### config.mk
export PLATFORM = sky130hd
export DESIGN_NAME = vid_irq_swap
export DESIGN_NICKNAME = d
export VERILOG_FILES = /design/src/hw/vid_pkg.sv /design/src/hw/vid_irq_swap.sv
export SDC_FILE = /design/constraint.sdc
export NUM_CORES = 1
export LEC_CHECK = 0
export BUFFER_PORTS_ARGS = -buffer_cell sky130_fd_sc_hd__clkbuf_2
export CORE_ASPECT_RATIO = 0.8
export CORE_UTILIZATION = 49
export CTS_BUF_LIST = sky130_fd_sc_hd__clkbuf_16
export CTS_CLUSTER_DIAMETER = 50
export CTS_CLUSTER_SIZE = 25
export DETAILED_ROUTE_END_ITERATION = 7
export GPL_TIMING_DRIVEN = 0
export PLACE_DENSITY = 0.8
export SLEW_MARGIN = 20
export SYNTH_ARGS = -nofsm -noshare
export SYNTH_HDL_FRONTEND = slang
export SYNTH_SLANG_ARGS = --single-unit
export TNS_END_PERCENT = 30
### constraint.sdc
create_clock -name aclk -period 2.58 [get_ports aclk]
set_clock_uncertainty 0.15 [all_clocks]
set_input_delay 0.129 -clock aclk [delete_from_list [all_inputs] [get_ports aclk]]
set_output_delay 0.129 -clock aclk [all_outputs]
set_load 0.03 [all_outputs]
### src/hw/vid_pkg.sv
package vid_pkg;

   // Register byte offsets on the AXI4-Lite slave
   localparam logic [11:0] OFS_INTERRUPT_STATUS = 12'h000;
   localparam logic [11:0] OFS_INTERRUPT_ENABLE = 12'h004;
   localparam logic [11:0] OFS_SWAP_CAPTURE = 12'h008;
   localparam logic [11:0] OFS_DMA_CONFIG = 12'h00c;

   // Status bit positions
   localparam int BIT_REQUEST_LEVEL_FOUR = 7;
   localparam int BIT_REQUEST_LEVEL_THREE = 6;
   localparam int BIT_REQUEST_LEVEL_TWO = 5;
   localparam int BIT_REQUEST_LEVEL_ONE = 4;
   localparam int BIT_REMOTE_CORRECTABLE = 2;
   localparam int BIT_REMOTE_UNCORRECTABLE = 1;
   localparam int BIT_LOCAL_PARITY = 0;

   // Width of the implemented status and enable field
   localparam int STATUS_W = 8;

   // Bits that exist in the status and enable registers; bit 3 is unused
   localparam logic [7:0] STATUS_IMPL_MASK = 8'hf7;

   // DMA configuration field positions
   localparam int DMA_LEVEL_LSB = 16;
   localparam int DMA_LEVEL_MSB = 17;
   localparam int DMA_INTR_EN_BIT = 9;

   // DMA done level codes
   localparam logic [1:0] DMA_CODE_LEVEL_ONE = 2'h0;
   localparam logic [1:0] DMA_CODE_LEVEL_TWO = 2'h1;
   localparam logic [1:0] DMA_CODE_LEVEL_THREE = 2'h2;
   localparam logic [1:0] DMA_CODE_LEVEL_FOUR = 2'h3;

   // Values after reset
   localparam logic [7:0] RST_INTERRUPT_STATUS = 8'h00;
   localparam logic [7:0] RST_INTERRUPT_ENABLE = 8'h00;
   localparam logic [31:0] RST_SWAP_CAPTURE = 32'h0000_0000;
   localparam logic [1:0] RST_DMA_LEVEL = 2'h0;
   localparam logic RST_DMA_INTR_EN = 1'b0;

   // AXI response codes
   localparam logic [1:0] RESP_OKAY = 2'h0;
   localparam logic [1:0] RESP_SLVERR = 2'h2;

endpackage

### src/hw/vid_irq_swap.sv
// Operation
// - Request raised when enabled status bit set
// - Bus reset clears all status bits
// - Request holds until software clears status bit
// - DMA level four request sets bit 7
// - DMA level three request sets bit 6
// - Transaction or DMA level two sets bit 5
// - Transaction or DMA level one sets bit 4
// - Remote correctable ECC error sets bit 2
// - Remote uncorrectable ECC error sets bit 1
// - Local buffer parity error sets bit 0
// - Enable bit one lets status bit request
// - Cleared enable bit blocks its source
// - Enable bits read-write, reset to zero
// - Swap capture register ignores software writes
// - Capture on every buffer write, and on each buffer read without a write
// - Write capture holds byte swapper output
// - Read capture holds raw RAM word
// - DMA level code selects request level
// - DMA interrupt enable gates DMA completion requests
//
// Decided for this implementation: the AXI4-Lite slave port and the register offsets.
`timescale 1ns/1ps
module vid_irq_swap #(
   parameter int ADDR_W = 12
) (
   input wire logic aclk,
   input wire logic aresetn,
   input wire logic [ADDR_W-1:0] s_axi_awaddr,
   input wire logic s_axi_awvalid,
   output logic s_axi_awready,
   input wire logic [31:0] s_axi_wdata,
   input wire logic [3:0] s_axi_wstrb,
   input wire logic s_axi_wvalid,
   output logic s_axi_wready,
   output logic [1:0] s_axi_bresp,
   output logic s_axi_bvalid,
   input wire logic s_axi_bready,
   input wire logic [ADDR_W-1:0] s_axi_araddr,
   input wire logic s_axi_arvalid,
   output logic s_axi_arready,
   output logic [31:0] s_axi_rdata,
   output logic [1:0] s_axi_rresp,
   output logic s_axi_rvalid,
   input wire logic s_axi_rready,
   input wire logic dma_done,
   input wire logic tc_request_level_one,
   input wire logic tc_request_level_two,
   input wire logic remote_correctable_error,
   input wire logic remote_uncorrectable_error,
   input wire logic local_buffer_parity_error,
   input wire logic buffer_ram_write,
   input wire logic [31:0] swap_out_data,
   input wire logic buffer_ram_read,
   input wire logic [31:0] buffer_ram_rdata,
   output logic bus_irq_req,
   output logic [2:0] bus_irq_level
);

   // Write channel holding state
   logic aw_hold_r;
   logic w_hold_r;
   logic [ADDR_W-1:0] awaddr_r;
   logic [31:0] wdata_r;
   logic [3:0] wstrb_r;
   logic awready_r;
   logic wready_r;
   logic bvalid_r;
   logic [1:0] bresp_r;
   // Read channel state
   logic arready_r;
   logic rvalid_r;
   logic [31:0] rdata_r;
   logic [1:0] rresp_r;
   // Block registers
   logic [vid_pkg::STATUS_W-1:0] status_r;
   logic [vid_pkg::STATUS_W-1:0] enable_r;
   logic [31:0] swap_capture_r;
   logic [1:0] dma_level_r;
   logic dma_intr_en_r;
   logic irq_r;
   logic [2:0] irq_level_r;
   // Combinational helpers
   logic aw_take;
   logic w_take;
   logic ar_take;
   logic do_wr;
   logic aw_hold_nxt;
   logic w_hold_nxt;
   logic bvalid_nxt;
   logic rvalid_nxt;
   logic [11:0] wr_ofs;
   logic [11:0] rd_ofs;
   logic wr_hit;
   logic rd_hit;
   logic [31:0] rd_value;
   logic [vid_pkg::STATUS_W-1:0] set_v;
   logic [vid_pkg::STATUS_W-1:0] clr_v;
   logic [vid_pkg::STATUS_W-1:0] pending;
   logic dma_fire;
   logic [2:0] irq_level_nxt;
   // Handshakes; a write is performed once both halves are held
   assign aw_take = s_axi_awvalid & awready_r;
   assign w_take = s_axi_wvalid & wready_r;
   assign ar_take = s_axi_arvalid & arready_r;
   assign do_wr = aw_hold_r & w_hold_r & ~bvalid_r;
   assign aw_hold_nxt = (aw_hold_r | aw_take) & ~do_wr;
   assign w_hold_nxt = (w_hold_r | w_take) & ~do_wr;
   assign bvalid_nxt = do_wr | (bvalid_r & ~s_axi_bready);
   assign rvalid_nxt = ar_take | (rvalid_r & ~s_axi_rready);

   // Word-aligned offsets; the two low address bits are ignored
   assign wr_ofs = {awaddr_r[11:2], 2'b00};
   assign rd_ofs = {s_axi_araddr[11:2], 2'b00};
   // Address capture for writes; aw and w may arrive in either order
   always_ff @(posedge aclk) begin
      if (!aresetn) begin
         aw_hold_r <= 1'b0;
         awaddr_r <= '0;
      end else begin
         aw_hold_r <= aw_hold_nxt;
         if (aw_take) begin
            awaddr_r <= s_axi_awaddr;
         end
      end
   end

   // Data capture for writes
   always_ff @(posedge aclk) begin
      if (!aresetn) begin
         w_hold_r <= 1'b0;
         wdata_r <= 32'h0000_0000;
         wstrb_r <= 4'h0;
      end else begin
         w_hold_r <= w_hold_nxt;
         if (w_take) begin
            wdata_r <= s_axi_wdata;
            wstrb_r <= s_axi_wstrb;
         end
      end
   end

   // Ready stays low while a half is parked or a response is owed
   always_ff @(posedge aclk) begin
      if (!aresetn) begin
         awready_r <= 1'b0;
         wready_r <= 1'b0;
      end else begin
         awready_r <= ~aw_hold_nxt & ~bvalid_nxt;
         wready_r <= ~w_hold_nxt & ~bvalid_nxt;
      end
   end

   // Write decode
   always_comb begin
      wr_hit = 1'b0;
      case (wr_ofs)
         vid_pkg::OFS_INTERRUPT_STATUS: wr_hit = 1'b1;
         vid_pkg::OFS_INTERRUPT_ENABLE: wr_hit = 1'b1;
         vid_pkg::OFS_SWAP_CAPTURE: wr_hit = 1'b1;
         vid_pkg::OFS_DMA_CONFIG: wr_hit = 1'b1;
         default: wr_hit = 1'b0;
      endcase
   end

   // Write response; unmapped offsets answer SLVERR and change nothing
   always_ff @(posedge aclk) begin
      if (!aresetn) begin
         bvalid_r <= 1'b0;
         bresp_r <= vid_pkg::RESP_OKAY;
      end else begin
         bvalid_r <= bvalid_nxt;
         if (do_wr) begin
            bresp_r <= wr_hit ? vid_pkg::RESP_OKAY : vid_pkg::RESP_SLVERR;
         end
      end
   end

   // Read decode; bits above the implemented fields read as zero
   always_comb begin
      rd_value = 32'h0000_0000;
      rd_hit = 1'b1;
      case (rd_ofs)
         vid_pkg::OFS_INTERRUPT_STATUS: rd_value[vid_pkg::STATUS_W-1:0] = status_r;
         vid_pkg::OFS_INTERRUPT_ENABLE: rd_value[vid_pkg::STATUS_W-1:0] = enable_r;
         vid_pkg::OFS_SWAP_CAPTURE: rd_value = swap_capture_r;
         vid_pkg::OFS_DMA_CONFIG: begin
            rd_value[vid_pkg::DMA_LEVEL_MSB:vid_pkg::DMA_LEVEL_LSB] = dma_level_r;
            rd_value[vid_pkg::DMA_INTR_EN_BIT] = dma_intr_en_r;
         end
         default: rd_hit = 1'b0;
      endcase
   end

   // Read channel; data is sampled at the address handshake
   always_ff @(posedge aclk) begin
      if (!aresetn) begin
         arready_r <= 1'b0;
         rvalid_r <= 1'b0;
         rdata_r <= 32'h0000_0000;
         rresp_r <= vid_pkg::RESP_OKAY;
      end else begin
         arready_r <= ~rvalid_nxt;
         rvalid_r <= rvalid_nxt;
         if (ar_take) begin
            rdata_r <= rd_value;
            rresp_r <= rd_hit ? vid_pkg::RESP_OKAY : vid_pkg::RESP_SLVERR;
         end
      end
   end

   // DMA completion only requests when its enable is set
   assign dma_fire = dma_done & dma_intr_en_r;
   // Event sources per status bit; bit 3 has no source
   always_comb begin
      set_v = '0;
      set_v[vid_pkg::BIT_REQUEST_LEVEL_FOUR] = dma_fire
         & (dma_level_r == vid_pkg::DMA_CODE_LEVEL_FOUR);
      set_v[vid_pkg::BIT_REQUEST_LEVEL_THREE] = dma_fire & (dma_level_r == vid_pkg::DMA_CODE_LEVEL_THREE);
      set_v[vid_pkg::BIT_REQUEST_LEVEL_TWO] = tc_request_level_two
         | (dma_fire & (dma_level_r == vid_pkg::DMA_CODE_LEVEL_TWO));
      set_v[vid_pkg::BIT_REQUEST_LEVEL_ONE] = tc_request_level_one
         | (dma_fire & (dma_level_r == vid_pkg::DMA_CODE_LEVEL_ONE));
      set_v[vid_pkg::BIT_REMOTE_CORRECTABLE] = remote_correctable_error;
      set_v[vid_pkg::BIT_REMOTE_UNCORRECTABLE] = remote_uncorrectable_error;
      set_v[vid_pkg::BIT_LOCAL_PARITY] = local_buffer_parity_error;
   end

   // Write-one-to-clear strobe from byte lane 0 of a status write
   assign clr_v = (do_wr && wr_ofs == vid_pkg::OFS_INTERRUPT_STATUS && wstrb_r[0])
      ? wdata_r[vid_pkg::STATUS_W-1:0] : '0;
   // Sticky status bits; a set in the clearing cycle wins so no event is lost
   generate
      for (genvar k = 0; k < vid_pkg::STATUS_W; k++) begin : g_status
         always_ff @(posedge aclk) begin
            if (!aresetn) begin
               status_r[k] <= vid_pkg::RST_INTERRUPT_STATUS[k];
            end else if (!vid_pkg::STATUS_IMPL_MASK[k]) begin
               status_r[k] <= 1'b0;
            end else if (set_v[k]) begin
               status_r[k] <= 1'b1;
            end else if (clr_v[k]) begin
               status_r[k] <= 1'b0;
            end
         end
      end
   endgenerate

   // Enable register, software read-write through byte lane 0
   always_ff @(posedge aclk) begin
      if (!aresetn) begin
         enable_r <= vid_pkg::RST_INTERRUPT_ENABLE;
      end else if (do_wr && wr_ofs == vid_pkg::OFS_INTERRUPT_ENABLE && wstrb_r[0]) begin
         enable_r <= wdata_r[vid_pkg::STATUS_W-1:0] & vid_pkg::STATUS_IMPL_MASK;
      end
   end

   // DMA completion configuration
   always_ff @(posedge aclk) begin
      if (!aresetn) begin
         dma_level_r <= vid_pkg::RST_DMA_LEVEL;
         dma_intr_en_r <= vid_pkg::RST_DMA_INTR_EN;
      end else if (do_wr && wr_ofs == vid_pkg::OFS_DMA_CONFIG) begin
         if (wstrb_r[2]) begin
            dma_level_r <= wdata_r[vid_pkg::DMA_LEVEL_MSB:vid_pkg::DMA_LEVEL_LSB];
         end
         if (wstrb_r[1]) begin
            dma_intr_en_r <= wdata_r[vid_pkg::DMA_INTR_EN_BIT];
         end
      end
   end

   // Swap capture; bus writes never reach it, a write beats a read in one cycle
   always_ff @(posedge aclk) begin
      if (!aresetn) begin
         swap_capture_r <= vid_pkg::RST_SWAP_CAPTURE;
      end else if (buffer_ram_write) begin
         swap_capture_r <= swap_out_data;
      end else if (buffer_ram_read) begin
         swap_capture_r <= buffer_ram_rdata;
      end
   end

   // Only enabled sources reach the request; acknowledge has no path here
   assign pending = status_r & enable_r;
   // Highest pending request level, zero when idle
   always_comb begin
      irq_level_nxt = 3'h0;
      if (pending[vid_pkg::BIT_REQUEST_LEVEL_FOUR]) begin
         irq_level_nxt = 3'h4;
      end else if (pending[vid_pkg::BIT_REQUEST_LEVEL_THREE]) begin
         irq_level_nxt = 3'h3;
      end else if (pending[vid_pkg::BIT_REQUEST_LEVEL_TWO]) begin
         irq_level_nxt = 3'h2;
      end else if (pending[vid_pkg::BIT_REQUEST_LEVEL_ONE]) begin
         irq_level_nxt = 3'h1;
      end
   end

   // Registered request; error bits request without a level
   always_ff @(posedge aclk) begin
      if (!aresetn) begin
         irq_r <= 1'b0;
         irq_level_r <= 3'h0;
      end else begin
         irq_r <= |pending;
         irq_level_r <= irq_level_nxt;
      end
   end

   assign s_axi_awready = awready_r;
   assign s_axi_wready = wready_r;
   assign s_axi_bvalid = bvalid_r;
   assign s_axi_bresp = bresp_r;
   assign s_axi_arready = arready_r;
   assign s_axi_rvalid = rvalid_r;
   assign s_axi_rdata = rdata_r;
   assign s_axi_rresp = rresp_r;
   assign bus_irq_req = irq_r;
   assign bus_irq_level = irq_level_r;

   // Request follows any enabled pending bit one edge later
   AST_IRQ_FOLLOWS: assert property (
      @(posedge aclk) disable iff (!aresetn)
      (|(status_r & enable_r)) |=> bus_irq_req)
      else $error("Request not raised for enabled pending status");
   // A disabled source never shows on the request
   AST_IRQ_BLOCKED: assert property (
      @(posedge aclk) disable iff (!aresetn)
      ((status_r & enable_r) == '0) |=> !bus_irq_req)
      else $error("Request raised with no enabled pending status");
   // Reset empties status and enable
   AST_RESET_CLEARS: assert property (
      @(posedge aclk)
      !aresetn |=> (status_r == '0 && enable_r == '0 && !bus_irq_req))
      else $error("Status or enable not cleared by reset");
   // A set bit persists until a write of one to it
   AST_STATUS_STICKY: assert property (
      @(posedge aclk) disable iff (!aresetn)
      (status_r[vid_pkg::BIT_REQUEST_LEVEL_ONE] && !clr_v[vid_pkg::BIT_REQUEST_LEVEL_ONE])
      |=> status_r[vid_pkg::BIT_REQUEST_LEVEL_ONE])
      else $error("Status bit dropped without a clear");
   // DMA level code three lands in bit 7
   AST_DMA_LEVEL_FOUR: assert property (
      @(posedge aclk) disable iff (!aresetn)
      (dma_done && dma_intr_en_r && dma_level_r == vid_pkg::DMA_CODE_LEVEL_FOUR
         && !status_r[vid_pkg::BIT_REQUEST_LEVEL_THREE])
      |=> status_r[vid_pkg::BIT_REQUEST_LEVEL_FOUR] && !status_r[vid_pkg::BIT_REQUEST_LEVEL_THREE])
      else $error("DMA level four did not set bit 7");
   // DMA level code two lands in bit 6
   AST_DMA_LEVEL_THREE: assert property (
      @(posedge aclk) disable iff (!aresetn)
      (dma_done && dma_intr_en_r && dma_level_r == vid_pkg::DMA_CODE_LEVEL_THREE)
      |=> status_r[vid_pkg::BIT_REQUEST_LEVEL_THREE])
      else $error("DMA level three did not set bit 6");
   // Transaction requests land in bits 5 and 4
   AST_TC_LEVELS: assert property (
      @(posedge aclk) disable iff (!aresetn)
      (tc_request_level_two |=> status_r[vid_pkg::BIT_REQUEST_LEVEL_TWO])
      and (tc_request_level_one |=> status_r[vid_pkg::BIT_REQUEST_LEVEL_ONE]))
      else $error("Transaction request did not set its status bit");
   AST_ERRORS_SET: assert property (
      @(posedge aclk) disable iff (!aresetn)
      (local_buffer_parity_error |=> status_r[vid_pkg::BIT_LOCAL_PARITY])
      and (remote_uncorrectable_error |=> status_r[vid_pkg::BIT_REMOTE_UNCORRECTABLE]))
      else $error("Error event did not set its status bit");
   // No DMA request while its enable is off
   AST_DMA_GATED: assert property (
      @(posedge aclk) disable iff (!aresetn)
      (!dma_intr_en_r && !tc_request_level_one && !status_r[vid_pkg::BIT_REQUEST_LEVEL_ONE])
      |=> !status_r[vid_pkg::BIT_REQUEST_LEVEL_ONE])
      else $error("DMA completion set status while disabled");
   // Unused bit stays zero
   AST_UNUSED_ZERO: assert property (
      @(posedge aclk) disable iff (!aresetn)
      1'b1 |-> status_r[3] == 1'b0 && enable_r[3] == 1'b0)
      else $error("Unused status bit became set");
   // Capture holds swapper output after a RAM write
   AST_CAPTURE_WRITE: assert property (
      @(posedge aclk) disable iff (!aresetn)
      buffer_ram_write |=> swap_capture_r == $past(swap_out_data))
      else $error("Write capture does not match swapper output");
   // Capture holds raw word after a RAM read
   AST_CAPTURE_READ: assert property (
      @(posedge aclk) disable iff (!aresetn)
      (buffer_ram_read && !buffer_ram_write) |=> swap_capture_r == $past(buffer_ram_rdata))
      else $error("Read capture does not match RAM word");
   // Without RAM traffic the capture stands, bus writes included
   AST_CAPTURE_STABLE: assert property (
      @(posedge aclk) disable iff (!aresetn)
      (!buffer_ram_read && !buffer_ram_write) |=> $stable(swap_capture_r))
      else $error("Capture changed without RAM access");
   // Response arrives two edges after both halves are taken together
   AST_WRITE_RESP: assert property (
      @(posedge aclk) disable iff (!aresetn)
      (aw_take && w_take && !aw_hold_r && !w_hold_r) |=> ##1 s_axi_bvalid)
      else $error("Write response not on time");

endmodule

# Yosys cells after proc, flatten, opt, wreduce, memory -nomap -nowiden
# Cells that the tools add are included.
# word_totals
wordCells,121
reg_bits,129
output_inout_bits,45
inputBits,139
# classes
n_reduce_logical,22
n_mux,31
bitwise,32
eq_ne,9
# op_table
op,count
two-way mux 32 bit,2
"== test 10 x 2 -> 1 bit, second input constant",4
zero test 12 bit,2
case mux 8 bit (3 select lines),1
"== test 10 x 1 -> 1 bit, second input constant",2
two-way mux 1 bit,18
AND 1 bit,16
nonzero test 2 bit,8
two-way mux 14 bit,1
inverter 1 bit,9
AND 8 bit,1
two-way mux 2 bit,4
two-way mux 8 bit,1
OR reduction 4 bit,2
OR reduction 8 bit,1
two-way mux 6 bit,1
bitwise OR 1 bit,6
logical AND 1 bit,5
"== test 2 bit, second input constant",2
case mux 2 bit (2 select lines),1
AND reduction 2 bit,2
two-way mux 3 bit,1
"== test 2 x 1 -> 1 bit, second input constant",1
zero test 2 bit,1
other kinds (2),2

# Logic depth before layout (Yosys ltp)
# Gate-level depths: netlist of the first run.
# logic_depth
ltp_word,7
depth_mapped,5
depth_no_buf,3

# Least setup slack after synthesis of the first run
# No wires, ideal clock.
# synth_timing
path_kind,register -> register
startpoint,register awaddr_r[6]
endpoint,register enable_r[0] (netlist bit)
path_buffers,1
setup_ps,72
required_ps,2358
path_stages_with_launch,5
t_arrival_ps,1696
path_slack_ps,663
cell_sequence,dfxtp_1 -> or4_4 -> buf_6 -> nor4_4 -> mux2i_1
# synth_between
elab_chain_cells,3
# synth_rtl
item,line_no,text
start: declaration,vid_irq_swap.sv:63,logic [ADDR_W-1:0] awaddr_r;
start signal: assignment,vid_irq_swap.sv:123,awaddr_r <= s_axi_awaddr;
== test 10 x 1 -> 1 bit,vid_irq_swap.sv:253,end else if (do_wr && wr_ofs == vid_pkg::OFS_INTERRUPT_ENABLE && wstrb_r[0]) begin
logical AND 1 bit (2 in series),vid_irq_swap.sv:253,
end signal: assignment,vid_irq_swap.sv:252,enable_r <= vid_pkg::RST_INTERRUPT_ENABLE;
end signal: assignment,vid_irq_swap.sv:254,enable_r <= wdata_r[vid_pkg::STATUS_W-1:0] & vid_pkg::STATUS_IMPL_MASK;
end: declaration,vid_irq_swap.sv:77,logic [vid_pkg::STATUS_W-1:0] enable_r;
# Every way passes these cells.
# A chain may end at the register's enable or synchronous reset.

# Worst setup path in the final report of the first run
# layout_timing
startpoint,input port s_axi_araddr[7]
endpoint,register rresp_r[1] (netlist: s_axi_rresp[1])
# layout_between
elab_chain_cells,4
elab_cells_between_ends,7
cone_classes,eq/ne: 3; mux: 2; reduce/logical: 2
# layout_rtl
item,line_no,text
start: declaration,vid_irq_swap.sv:39,"input wire logic [ADDR_W-1:0] s_axi_araddr,"
== test 10 x 2 -> 1 bit (tied with other cells),vid_irq_swap.sv:183,case (rd_ofs)
OR reduction 4 bit (no line) (*),--,
two-way mux 1 bit (*),vid_irq_swap.sv:183,
two-way mux 2 bit (*),vid_irq_swap.sv:207,rresp_r <= rd_hit ? vid_pkg::RESP_OKAY : vid_pkg::RESP_SLVERR;
end signal: assignment,vid_irq_swap.sv:201,rresp_r <= vid_pkg::RESP_OKAY;
end signal: assignment,vid_irq_swap.sv:207,
end: declaration,vid_irq_swap.sv:74,logic [1:0] rresp_r;
# Mark *: on every way between the ends. The rest lies on a longest branch, timed or not.

==> results.sh, run 1 <==
export IMPL_row_count=32
export IMPL_syn_inst=531
export IMPL_cp_max_fo=3
export IMPL_cap_violations=0
export IMPL_grt_pass1_vias=5284
export IMPL_cts_buffers=17
export IMPL_worstPathCellList="dlygate4sd3_1 > clkbuf_2 > nor4_1 > dlygate4sd3_1 > a31oi_1 > dlygate4sd3_1"
export IMPL_globalplace_congestion=0.835
export IMPL_async_flop_share_pct=0
export IMPL_cts_max_level=4
export IMPL_p_per_area_mw_per_mm2=660
export IMPL_layout_nets=944
export IMPL_die_h_um=90.9
export IMPL_fillers=572
export IMPL_syn2layout_area_growth_pct=52.3
export IMPL_p_comb_share_pct=12.5
export IMPL_die_w_um=113
export IMPL_drc=0
export IMPL_clk_latency_ns=0.41
export IMPL_power_leakage_nw=3.18
export IMPL_final_period_utilization_pct=90.1
export IMPL_drive_gt1_share_pct=27.1
export IMPL_grt_usage_pct=32.1
export IMPL_tightest_slew_ns=0.845
export IMPL_placed_cell_area_mm2=0.00575
export IMPL_routedWlPerCell_um=17.2
export IMPL_setup_tns_ns=0
export IMPL_antenna_found_initial=0
export IMPL_synthFlopType="dfxtp_1"
export IMPL_ant_nets=0
export IMPL_cts_hold_buf=103
export IMPL_core_mm2=0.00961
export IMPL_yosysUniqueCellTypes=40
export IMPL_hpwl_mm=9.32
export IMPL_whs_ns=0.0302
export IMPL_cp_end_kind="register"
export IMPL_finalCriticalPeriod_ns=2.32
export IMPL_setup_violations=0
export IMPL_port_buffer_count=151
export IMPL_drt_initial_drc_count=460
export IMPL_grt_max_degree=17
export IMPL_start_util_pct=50.3
export IMPL_antenna_cells=0
export IMPL_max_stage_delay_ns=0.63
export IMPL_cp_start_kind="input port"
export IMPL_crit_arrival_ns=2.46
export IMPL_grt_setup_unrepaired="false"
export IMPL_stdcell_area_mm2=0.00737
export IMPL_swShare_pct=23.7
export IMPL_cts_tree="yes"
export IMPL_clkPwrFrac_pct=47.9
export IMPL_p_seq_share_pct=39.6
export IMPL_grt_overflow=0
export IMPL_cp_required_ns=2.72
export IMPL_final_hold_violation_count=0
export IMPL_avgSynthCellArea_um2=9.11
export IMPL_synth_edf_count=0
export IMPL_status="completed"
export IMPL_post_cts_repair_setup_buffers=0
export IMPL_root_buffer="clkbuf_16"
export IMPL_grt_first_pass_wirelength_mm=25.4
export IMPL_netlist_area_mm2=0.00484
export IMPL_cts_sinks=117
export IMPL_yosys_top_cells_count="dfxtp_1 (117), nand2_1 (105), mux2i_1 (52)"
export IMPL_maxSlewHeadroom_pct=43.7
export IMPL_yosysTopAreaCell="dfxtp_1"
export IMPL_max_freq_mhz=430
export IMPL_hp_class="in2reg"
export IMPL_crit_slowest_cell="dlygate4sd3_1"
export IMPL_clockBufferDepth=2
export IMPL_synth_seq_cells=117
export IMPL_pin_count=184
export IMPL_ir_drop_mv=0.632
export IMPL_critPathMostFrequentCell="dlygate4sd3_1"
export IMPL_seq_area_frac_synth_pct=48.4
export IMPL_drt_first_pass_iters=6
export IMPL_wl_mm=16.1
export IMPL_slew_viol_final=0
export IMPL_synth_most_common_cell="dfxtp_1"
export IMPL_p_int_mw=3.71
export IMPL_die_area_mm2=0.0103
export IMPL_cts_clk_slew_worst_paths_ns=0.05
export IMPL_post_cts_resized=0
export IMPL_ys_warn_count=0
export IMPL_finalPower_mw=4.86
export IMPL_crit_type="in2reg"
export IMPL_power_switching_mw=1.15
export IMPL_synth_top_area_share_pct=48.4
export IMPL_vias_per_cell=5.52
export IMPL_ys_top_cells_by_area="dfxtp_1 (48%), mux2i_1 (11%), nand2_1 (8.1%)"
export IMPL_dr_total_vias=5176
final timing paths:
path,end,startpoint,slack (ns),depth (start not counted)
worst min-delay path,status_r[5]$_SDFFE_PN0P_,aresetn,0.03,3
worst max-delay path,s_axi_rresp[1]$_SDFFE_PN0P_,s_axi_araddr[7],0.26,6
worst max register to register,enable_r[4]$_SDFFE_PN0P_,awaddr_r[11]$_SDFFE_PN0P_,0.40,4
worst min register to register,s_axi_rdata[24]$_SDFFE_PN0P_,s_axi_rdata[24]$_SDFFE_PN0P_,0.30,2
logic make-up after synthesis:
logic type      synth area share [%]
compound gates                  9.98
buf+inv                         3.44
flops                           48.4
mux                             18.2
other cells                   0.0775
simple gates                    19.9
layer usage:
metal	part of all wire [%]	vias up	track usage (%)	wire, µm
met2	49	315	54.2	7860
met1	39	2413	36.5	6210
met3	7.6	86	9.26	1220
li1	-	2362	-	-
met4	4.9	0	17.5	782
met5	0	-	0	0
power groups by stage:
| stage | Clock [mW] | Sequential (mW) | Combinational, mW |
|---|---|---|---|
| 6_report | 2.33 | 1.93 | 0.608 |
| 4_1_cts | 2.34 | 1.92 | 0.580 |
| 3_5_place_dp | 0 | 1.96 | 0.425 |
| 5_1_grt | 2.43 | 1.93 | 0.650 |
| 3_3_place_gp | 0 | 1.96 | 0.407 |
| 2_1_floorplan | 0 | 1.96 | 0.263 |
state kept, by name, indices dropped and copies added (netlist names):
name,cells
s_axi_wready,1
enable_r,7
s_axi_rvalid,1
bus_irq_level,3
swap_capture_r,32
s_axi_bresp,1
dma_level_r,2
wstrb_r,3
w_hold_r,1
aw_hold_r,1
awaddr_r,10
s_axi_arready,1
wdata_r,10
dma_intr_en_r,1
s_axi_bvalid,1
status_r,7
s_axi_awready,1
bus_irq_req,1
s_axi_rdata,32
s_axi_rresp,1
critical path: cells and delay by family:
kind,cells,cell delay [ns]
AO/OA/AOI/OAI,1,0.07
buffers and inverters,4,1.83
AND/OR/NAND/NOR,1,0.44
stage by stage:
step                instances  util, %  setup WS [ns]
detailed placement        802     59.8          0.495
finish                    937     76.7          0.255
CTS                       937     76.7          0.268
global placement          802     59.8          0.505
global route              937     76.7          0.123
floorplan                 532        -          0.663
cell usage in the layout (no fill, tap or decap), types with 2 or more instances in the layout:
cell           instances
nor4_4                 2
o21ai_1               18
mux2_2                32
clkbuf_2             151
dlygate4sd3_1        103
dfxtp_1              117
conb_1                 2
nor2_1                43
a21oi_1               25
a31oi_1                6
clkinvlp_4             3
nand2b_1              23
a311oi_1               2
buf_4                  2
bufinv_16              3
clkinv_2               3
a22oi_1                2
a2bb2oi_1              7
inv_1                  4
nand3_1                2
mux2i_1               52
and2_1                 4
nand3b_1               2
clkbuf_16             17
clkinv_1               2
o21ai_0               19
clkinv_4               3
buf_1                  7
and4b_1                2
nand4_1                3
nor4_1                 3
clkbuf_1              25
nor3_1                 6
nand2_1              105
nor2b_1                5
final cells by class:
type / instances / area, µm² / share of cell area (%)
flip-flops and latches: 117 / 2340 / 31.8
multi-input cells: 375 / 2330 / 31.7
repair buffers: 254 / 1790 / 24.3
clock buffers: 17 / 425 / 5.77
clock inverters: 15 / 165 / 2.24
plain buffers: 36 / 151 / 2.06
well taps: 119 / 149 / 2.02
inverters: 4 / 15.0 / 0.204
Note: power is estimated with default switching activity, not from simulation.
==> run 2: changes to the inputs <==
CORE_MARGIN = 2   (was unset)
SLEW_MARGIN = unset   (was 20)
==> run 2 against run 1 <==
Against the previous run:
- setup slack lost 0.029 ns
- die area grew 4.0%
- critical path depth did not move
- clock power down 5%
- cell count unchanged
- non-clock buffer count unchanged
- critical path type unchanged
- largest power group unchanged
==> results.sh, run 2 (same netlist as run 1, synthesis figures left out) <==
export IMPL_globalplace_congestion=0.830
export IMPL_layout_nets=944
export IMPL_antenna_found_initial=0
export IMPL_drt_initial_drc_count=381
export IMPL_grt_overflow=0
export IMPL_clk_latency_ns=0.41
export IMPL_grt_first_pass_wirelength_mm=25.1
export IMPL_maxSlewHeadroom_pct=46.2
export IMPL_layout_common_cells="clkbuf_2 (151), dfxtp_1 (117), nand2_1 (105), dlygate4sd3_1 (103), mux2i_1 (52)"
export IMPL_power_switching_mw=1.21
export IMPL_setup_tns_ns=0
export IMPL_slew_viol_final=0
export IMPL_vias_per_cell=5.41
export IMPL_grt_usage_pct=30.4
export IMPL_root_buffer="clkbuf_16"
export IMPL_core_mm2=0.00961
export IMPL_fillers=594
export IMPL_cp_start_kind="input port"
export IMPL_max_freq_mhz=425
export IMPL_crit_type="in2reg"
export IMPL_row_count=32
export IMPL_wl_mm=16.0
export IMPL_start_util_pct=50.3
export IMPL_cts_max_level=4
export IMPL_whs_path_depth=3
export IMPL_die_h_um=92.9
export IMPL_clkPwrFrac_pct=46.6
export IMPL_ff_latch_area_mm2=0.00234
export IMPL_final_period_utilization_pct=91.2
export IMPL_grt_pass1_vias=5218
export IMPL_ir_drop_mv=0.500
export IMPL_die_w_um=115
export IMPL_cp_max_fo=3
export IMPL_final_common_cell="clkbuf_2"
export IMPL_finalCriticalPeriod_ns=2.35
export IMPL_power_leakage_nw=3.15
export IMPL_p_comb_share_pct=12.8
export IMPL_cp_required_ns=2.72
export IMPL_p_per_area_mw_per_mm2=647
export IMPL_antenna_cells=0
export IMPL_cts_sinks=117
export IMPL_cts_tree="yes"
export IMPL_ant_nets=0
export IMPL_hp_start="s_axi_araddr[2]"
export IMPL_r2r_setup_slack_ns=0.40
export IMPL_drt_first_pass_iters=5
export IMPL_hp_class="in2reg"
export IMPL_port_buffer_count=151
export IMPL_routedWlPerCell_um=17.1
export IMPL_hpwl_mm=9.59
export IMPL_whs_ns=0.00920
export IMPL_dr_total_vias=5069
export IMPL_p_int_mw=3.53
export IMPL_drc=0
export IMPL_syn2layout_area_growth_pct=51.7
export IMPL_setup_violations=0
export IMPL_drive_gt1_share_pct=27.5
export IMPL_swShare_pct=25.5
export IMPL_crit_arrival_ns=2.49
export IMPL_p_seq_share_pct=40.6
export IMPL_cts_buffers=17
export IMPL_cp_end_kind="register"
export IMPL_ff2ff_path_depth=4
export IMPL_holdPathEnd="s_axi_rdata[3]$_SDFFE_PN0P_"
export IMPL_cap_violations=0
export IMPL_status="completed"
export IMPL_r2r_start="awaddr_r[11]$_SDFFE_PN0P_"
export IMPL_multiInputGateArea_mm2=0.00233
export IMPL_final_hold_violation_count=0
export IMPL_cts_clk_slew_worst_paths_ns=0.05
export IMPL_grt_max_degree=17
export IMPL_grt_setup_unrepaired="false"
export IMPL_regToRegEndpoint="enable_r[6]$_SDFFE_PN0P_"
export IMPL_tightest_slew_ns=0.807
export IMPL_die_area_mm2=0.0107
export IMPL_pin_count=184
export IMPL_clockBufferDepth=2
run 2: cell count changes in the layout (fill, tap and decap cells not counted), sizes merged:
cell,before,now
clkinv,8,6
bufinv,3,1
inv,5,6
clkinvlp,3,6
run 2: metrics by stage:
stage | power [mW] | cells | cell area (µm²) | worst slack, ns | utilization (%)
2_1_floorplan | 2.22 | 532 | 4840 | 0.663 | -
3_3_place_gp | 2.36 | 802 | 5750 | 0.505 | 59.8
3_5_place_dp | 2.39 | 802 | 5750 | 0.444 | 59.8
4_1_cts | 4.70 | 937 | 7340 | 0.306 | 76.3
5_1_grt | 4.88 | 937 | 7340 | 0.130 | 76.3
6_report | 4.74 | 937 | 7340 | 0.226 | 76.3
run 2: metal layers:
| layer | global-route usage [%] | wire (µm) |
|---|---|---|
| met1 | 34.4 | 6240 |
| met5 | 0 | 0 |
| met4 | 16.4 | 727 |
| met2 | 52.8 | 8020 |
| met3 | 7.33 | 1030 |
run 2: critical path: stages:
cell,delay [ns]
dlygate4sd3_1,0.53
clkbuf_2,0.10
nor4_1,0.46
dlygate4sd3_1,0.64
a31oi_1,0.07
dlygate4sd3_1,0.57
run 2: repair_timing:
action                                 4_1_cts  5_1_grt
gates resized for setup                      0        0
endpoints found under the hold margin       67        0
buffers inserted                             0        0
hold buffers                               103        0
run 2: final cells by class:
| class | count | area share [%] |
|---|---|---|
| Buffer | 36 | 2.06 |
| Clock buffer | 17 | 5.80 |
| Clock inverter | 15 | 1.82 |
| Inverter | 4 | 0.205 |
| Multi-Input combinational cell | 375 | 31.8 |
| Sequential cell | 117 | 31.9 |
| Tap cell | 119 | 2.03 |
| Timing Repair Buffer | 254 | 24.4 |
run 2: worst max path at each step:
stage | startpoint | end | slack (ns) | cells past startpoint
6_report | s_axi_araddr[6] | s_axi_rresp[1]$_SDFFE_PN0P_ | 0.23 | 6
5_1_grt | s_axi_araddr[6] | s_axi_rresp[1]$_SDFFE_PN0P_ | 0.13 | 6
4_1_cts | s_axi_araddr[6] | s_axi_rresp[1]$_SDFFE_PN0P_ | 0.31 | 6
3_5_place_dp | awaddr_r[11]$_SDFFE_PN0P_ | enable_r[0]$_SDFFE_PN0P_ | 0.44 | 4
3_3_place_gp | awaddr_r[11]$_SDFFE_PN0P_ | enable_r[6]$_SDFFE_PN0P_ | 0.51 | 4
2_1_floorplan | awaddr_r[6]$_SDFFE_PN0P_ | enable_r[0]$_SDFFE_PN0P_ | 0.66 | 4
run 2: power by group through the flow:
| stage | Combinational (mW) | Clock [mW] | Sequential, mW |
|---|---|---|---|
| final | 0.608 | 2.21 | 1.93 |
| after global routing | 0.653 | 2.29 | 1.93 |
| after CTS | 0.582 | 2.20 | 1.92 |
| after detailed placement | 0.428 | 0 | 1.96 |
| after global placement | 0.410 | 0 | 1.95 |
| after floorplan | 0.263 | 0 | 1.96 |
==> run 3: changes to the inputs <==
GPL_TIMING_DRIVEN = unset   (was 0)
SLEW_MARGIN = 40   (was unset)
==> run 3 against run 2 <==
Against the previous run:
- critical path type unchanged
- total power increased by 6.3%
- first-iteration DRC count shrank 12%
- global-route usage shrank 2.8 points
- maximum frequency up 5.0%
- worst hold slack better by 0.023 ns
- sequential share of layout area increased by 0.20 points
- clock power rose by 15%
- die area stayed put
- sequential power hardly changed
- critical path depth did not move
- core utilization shrank 0.47 points
==> results.sh, run 3 (same netlist as run 1, synthesis figures left out) <==
export IMPL_status="completed"
export IMPL_final_period_utilization_pct=86.9
export IMPL_cts_hold_buf=98
export IMPL_drt_first_pass_iters=5
export IMPL_post_cts_repair_setup_buffers=0
export IMPL_layout_common_cells="clkbuf_2 (153), dfxtp_1 (117), nand2_1 (105), dlygate4sd3_1 (98), mux2i_1 (52)"
export IMPL_ff_latch_area_mm2=0.00234
export IMPL_hp_class="in2reg"
export IMPL_crit_path_end="s_axi_rresp[1]$_SDFFE_PN0P_"
export IMPL_core_mm2=0.00961
export IMPL_pin_count=184
export IMPL_cp_end_kind="register"
export IMPL_ant_nets=0
export IMPL_worstPathCellList="dlygate4sd3_1 > clkbuf_2 > nor4_1 > dlygate4sd3_1 > a31oi_1 > dlygate4sd3_1"
export IMPL_cts_tree="yes"
export IMPL_ir_drop_mv=0.481
export IMPL_final_common_cell="clkbuf_2"
export IMPL_power_leakage_nw=3.16
export IMPL_grt_max_degree=40
export IMPL_ff2ff_path_depth=3
export IMPL_cts_sinks=117
export IMPL_port_buffer_count=154
export IMPL_layout_nets=912
export IMPL_globalplace_congestion=0.815
export IMPL_cp_max_fo=3
export IMPL_tightest_slew_ns=0.810
export IMPL_setup_tns_ns=0
export IMPL_grt_setup_unrepaired="false"
export IMPL_placed_cell_area_mm2=0.00567
export IMPL_routedWlPerCell_um=16.4
export IMPL_wl_mm=14.8
export IMPL_grt_overflow=0
export IMPL_die_h_um=92.9
export IMPL_r2r_start="awaddr_r[11]$_SDFFE_PN0P_"
export IMPL_maxSlewHeadroom_pct=46.0
export IMPL_grt_usage_pct=27.7
export IMPL_crit_slowest_cell="dlygate4sd3_1"
export IMPL_max_stage_delay_ns=0.63
export IMPL_cp_start_kind="input port"
export IMPL_critPathMostFrequentCell="dlygate4sd3_1"
export IMPL_die_area_mm2=0.0107
export IMPL_fillers=607
export IMPL_place_ws_ns=0.415
export IMPL_final_hold_violation_count=0
export IMPL_drive_gt1_share_pct=29.0
export IMPL_post_cts_resized=0
export IMPL_multiInputGateArea_mm2=0.00234
export IMPL_whs_ns=0.0320
export IMPL_p_per_area_mw_per_mm2=691
export IMPL_drc=0
export IMPL_max_freq_mhz=446
export IMPL_grt_first_pass_wirelength_mm=22.8
export IMPL_crit_arrival_ns=2.38
export IMPL_drt_initial_drc_count=337
export IMPL_cts_clk_slew_worst_paths_ns=0.05
export IMPL_row_count=32
export IMPL_finalCriticalPeriod_ns=2.24
export IMPL_critPathLaunch="s_axi_araddr[9]"
export IMPL_cts_buffers=17
export IMPL_regToRegEndpoint="enable_r[7]$_SDFFE_PN0P_"
export IMPL_stdcell_area_mm2=0.00729
export IMPL_cp_required_ns=2.72
export IMPL_clockBufferDepth=2
export IMPL_hpwl_mm=8.47
export IMPL_cap_violations=0
export IMPL_slew_viol_final=0
export IMPL_root_buffer="clkbuf_16"
export IMPL_cts_max_level=4
export IMPL_setup_violations=0
export IMPL_die_w_um=115
export IMPL_antenna_found_initial=0
export IMPL_setup_slack_ns=0.339
export IMPL_start_util_pct=50.3
export IMPL_crit_type="in2reg"
export IMPL_syn2layout_area_growth_pct=50.7
export IMPL_vias_per_cell=5.32
export IMPL_grt_pass1_vias=4880
export IMPL_dr_total_vias=4824
export IMPL_clk_latency_ns=0.41
export IMPL_r2r_setup_slack_ns=0.35
run 3: metal layers:
metal  vias up  GRT usage [%]  routed length (µm)
met4         0           15.2                 603
met1      2253           30.5                5690
met2       212           48.1                7530
met5         -              0                   0
li1       2305              -                   -
met3        54           7.53                 997
run 3: worst min-delay path by stage:
stage | start | end | cells past startpoint
2_1_floorplan | s_axi_awaddr[11] | awaddr_r[11]$_SDFFE_PN0P_ | 2
6_report | s_axi_arvalid | s_axi_arready$_SDFF_PN0_ | 3
3_3_place_gp | s_axi_wdata[9] | wdata_r[9]$_SDFFE_PN0P_ | 3
3_5_place_dp | s_axi_awaddr[7] | awaddr_r[7]$_SDFFE_PN0P_ | 3
4_1_cts | s_axi_arvalid | s_axi_arready$_SDFF_PN0_ | 3
5_1_grt | s_axi_arvalid | s_axi_arready$_SDFF_PN0_ | 3
run 3: final cells by class:
| cell class | instances | area share (%) |
|---|---|---|
| sequential | 117 | 32.1 |
| multi-input combinational | 375 | 32.0 |
| timing repair buffer | 258 | 24.8 |
| clock buffer | 17 | 5.83 |
| clock inverter | 15 | 2.90 |
| tap | 119 | 2.04 |
| inverter | 4 | 0.206 |
| antenna | 1 | 0.0343 |
run 3: stage by stage:
step	power (mW)	util (%)	cells
after floorplan	2.22	-	532
after global placement	2.34	59.0	775
after detailed placement	2.36	59.0	775
after CTS	5.03	75.8	905
after global routing	5.19	75.8	905
final	5.04	75.9	906
run 3: report_power, final:
| part | internal [mW] | switching [mW] | leakage [nW] |
|---|---|---|---|
| clock network | 1.70 | 0.840 | 0.306 |
| logic | 0.320 | 0.257 | 1.90 |
| registers | 1.88 | 0.0447 | 0.956 |
| total | 3.90 | 1.14 | 3.16 |
run 3: critical path: cells and delay by family:
| kind | cells | cell delay (ns) |
|---|---|---|
| buf+inv | 4 | 1.83 |
| compound gates | 1 | 0.07 |
| simple gates | 1 | 0.35 |
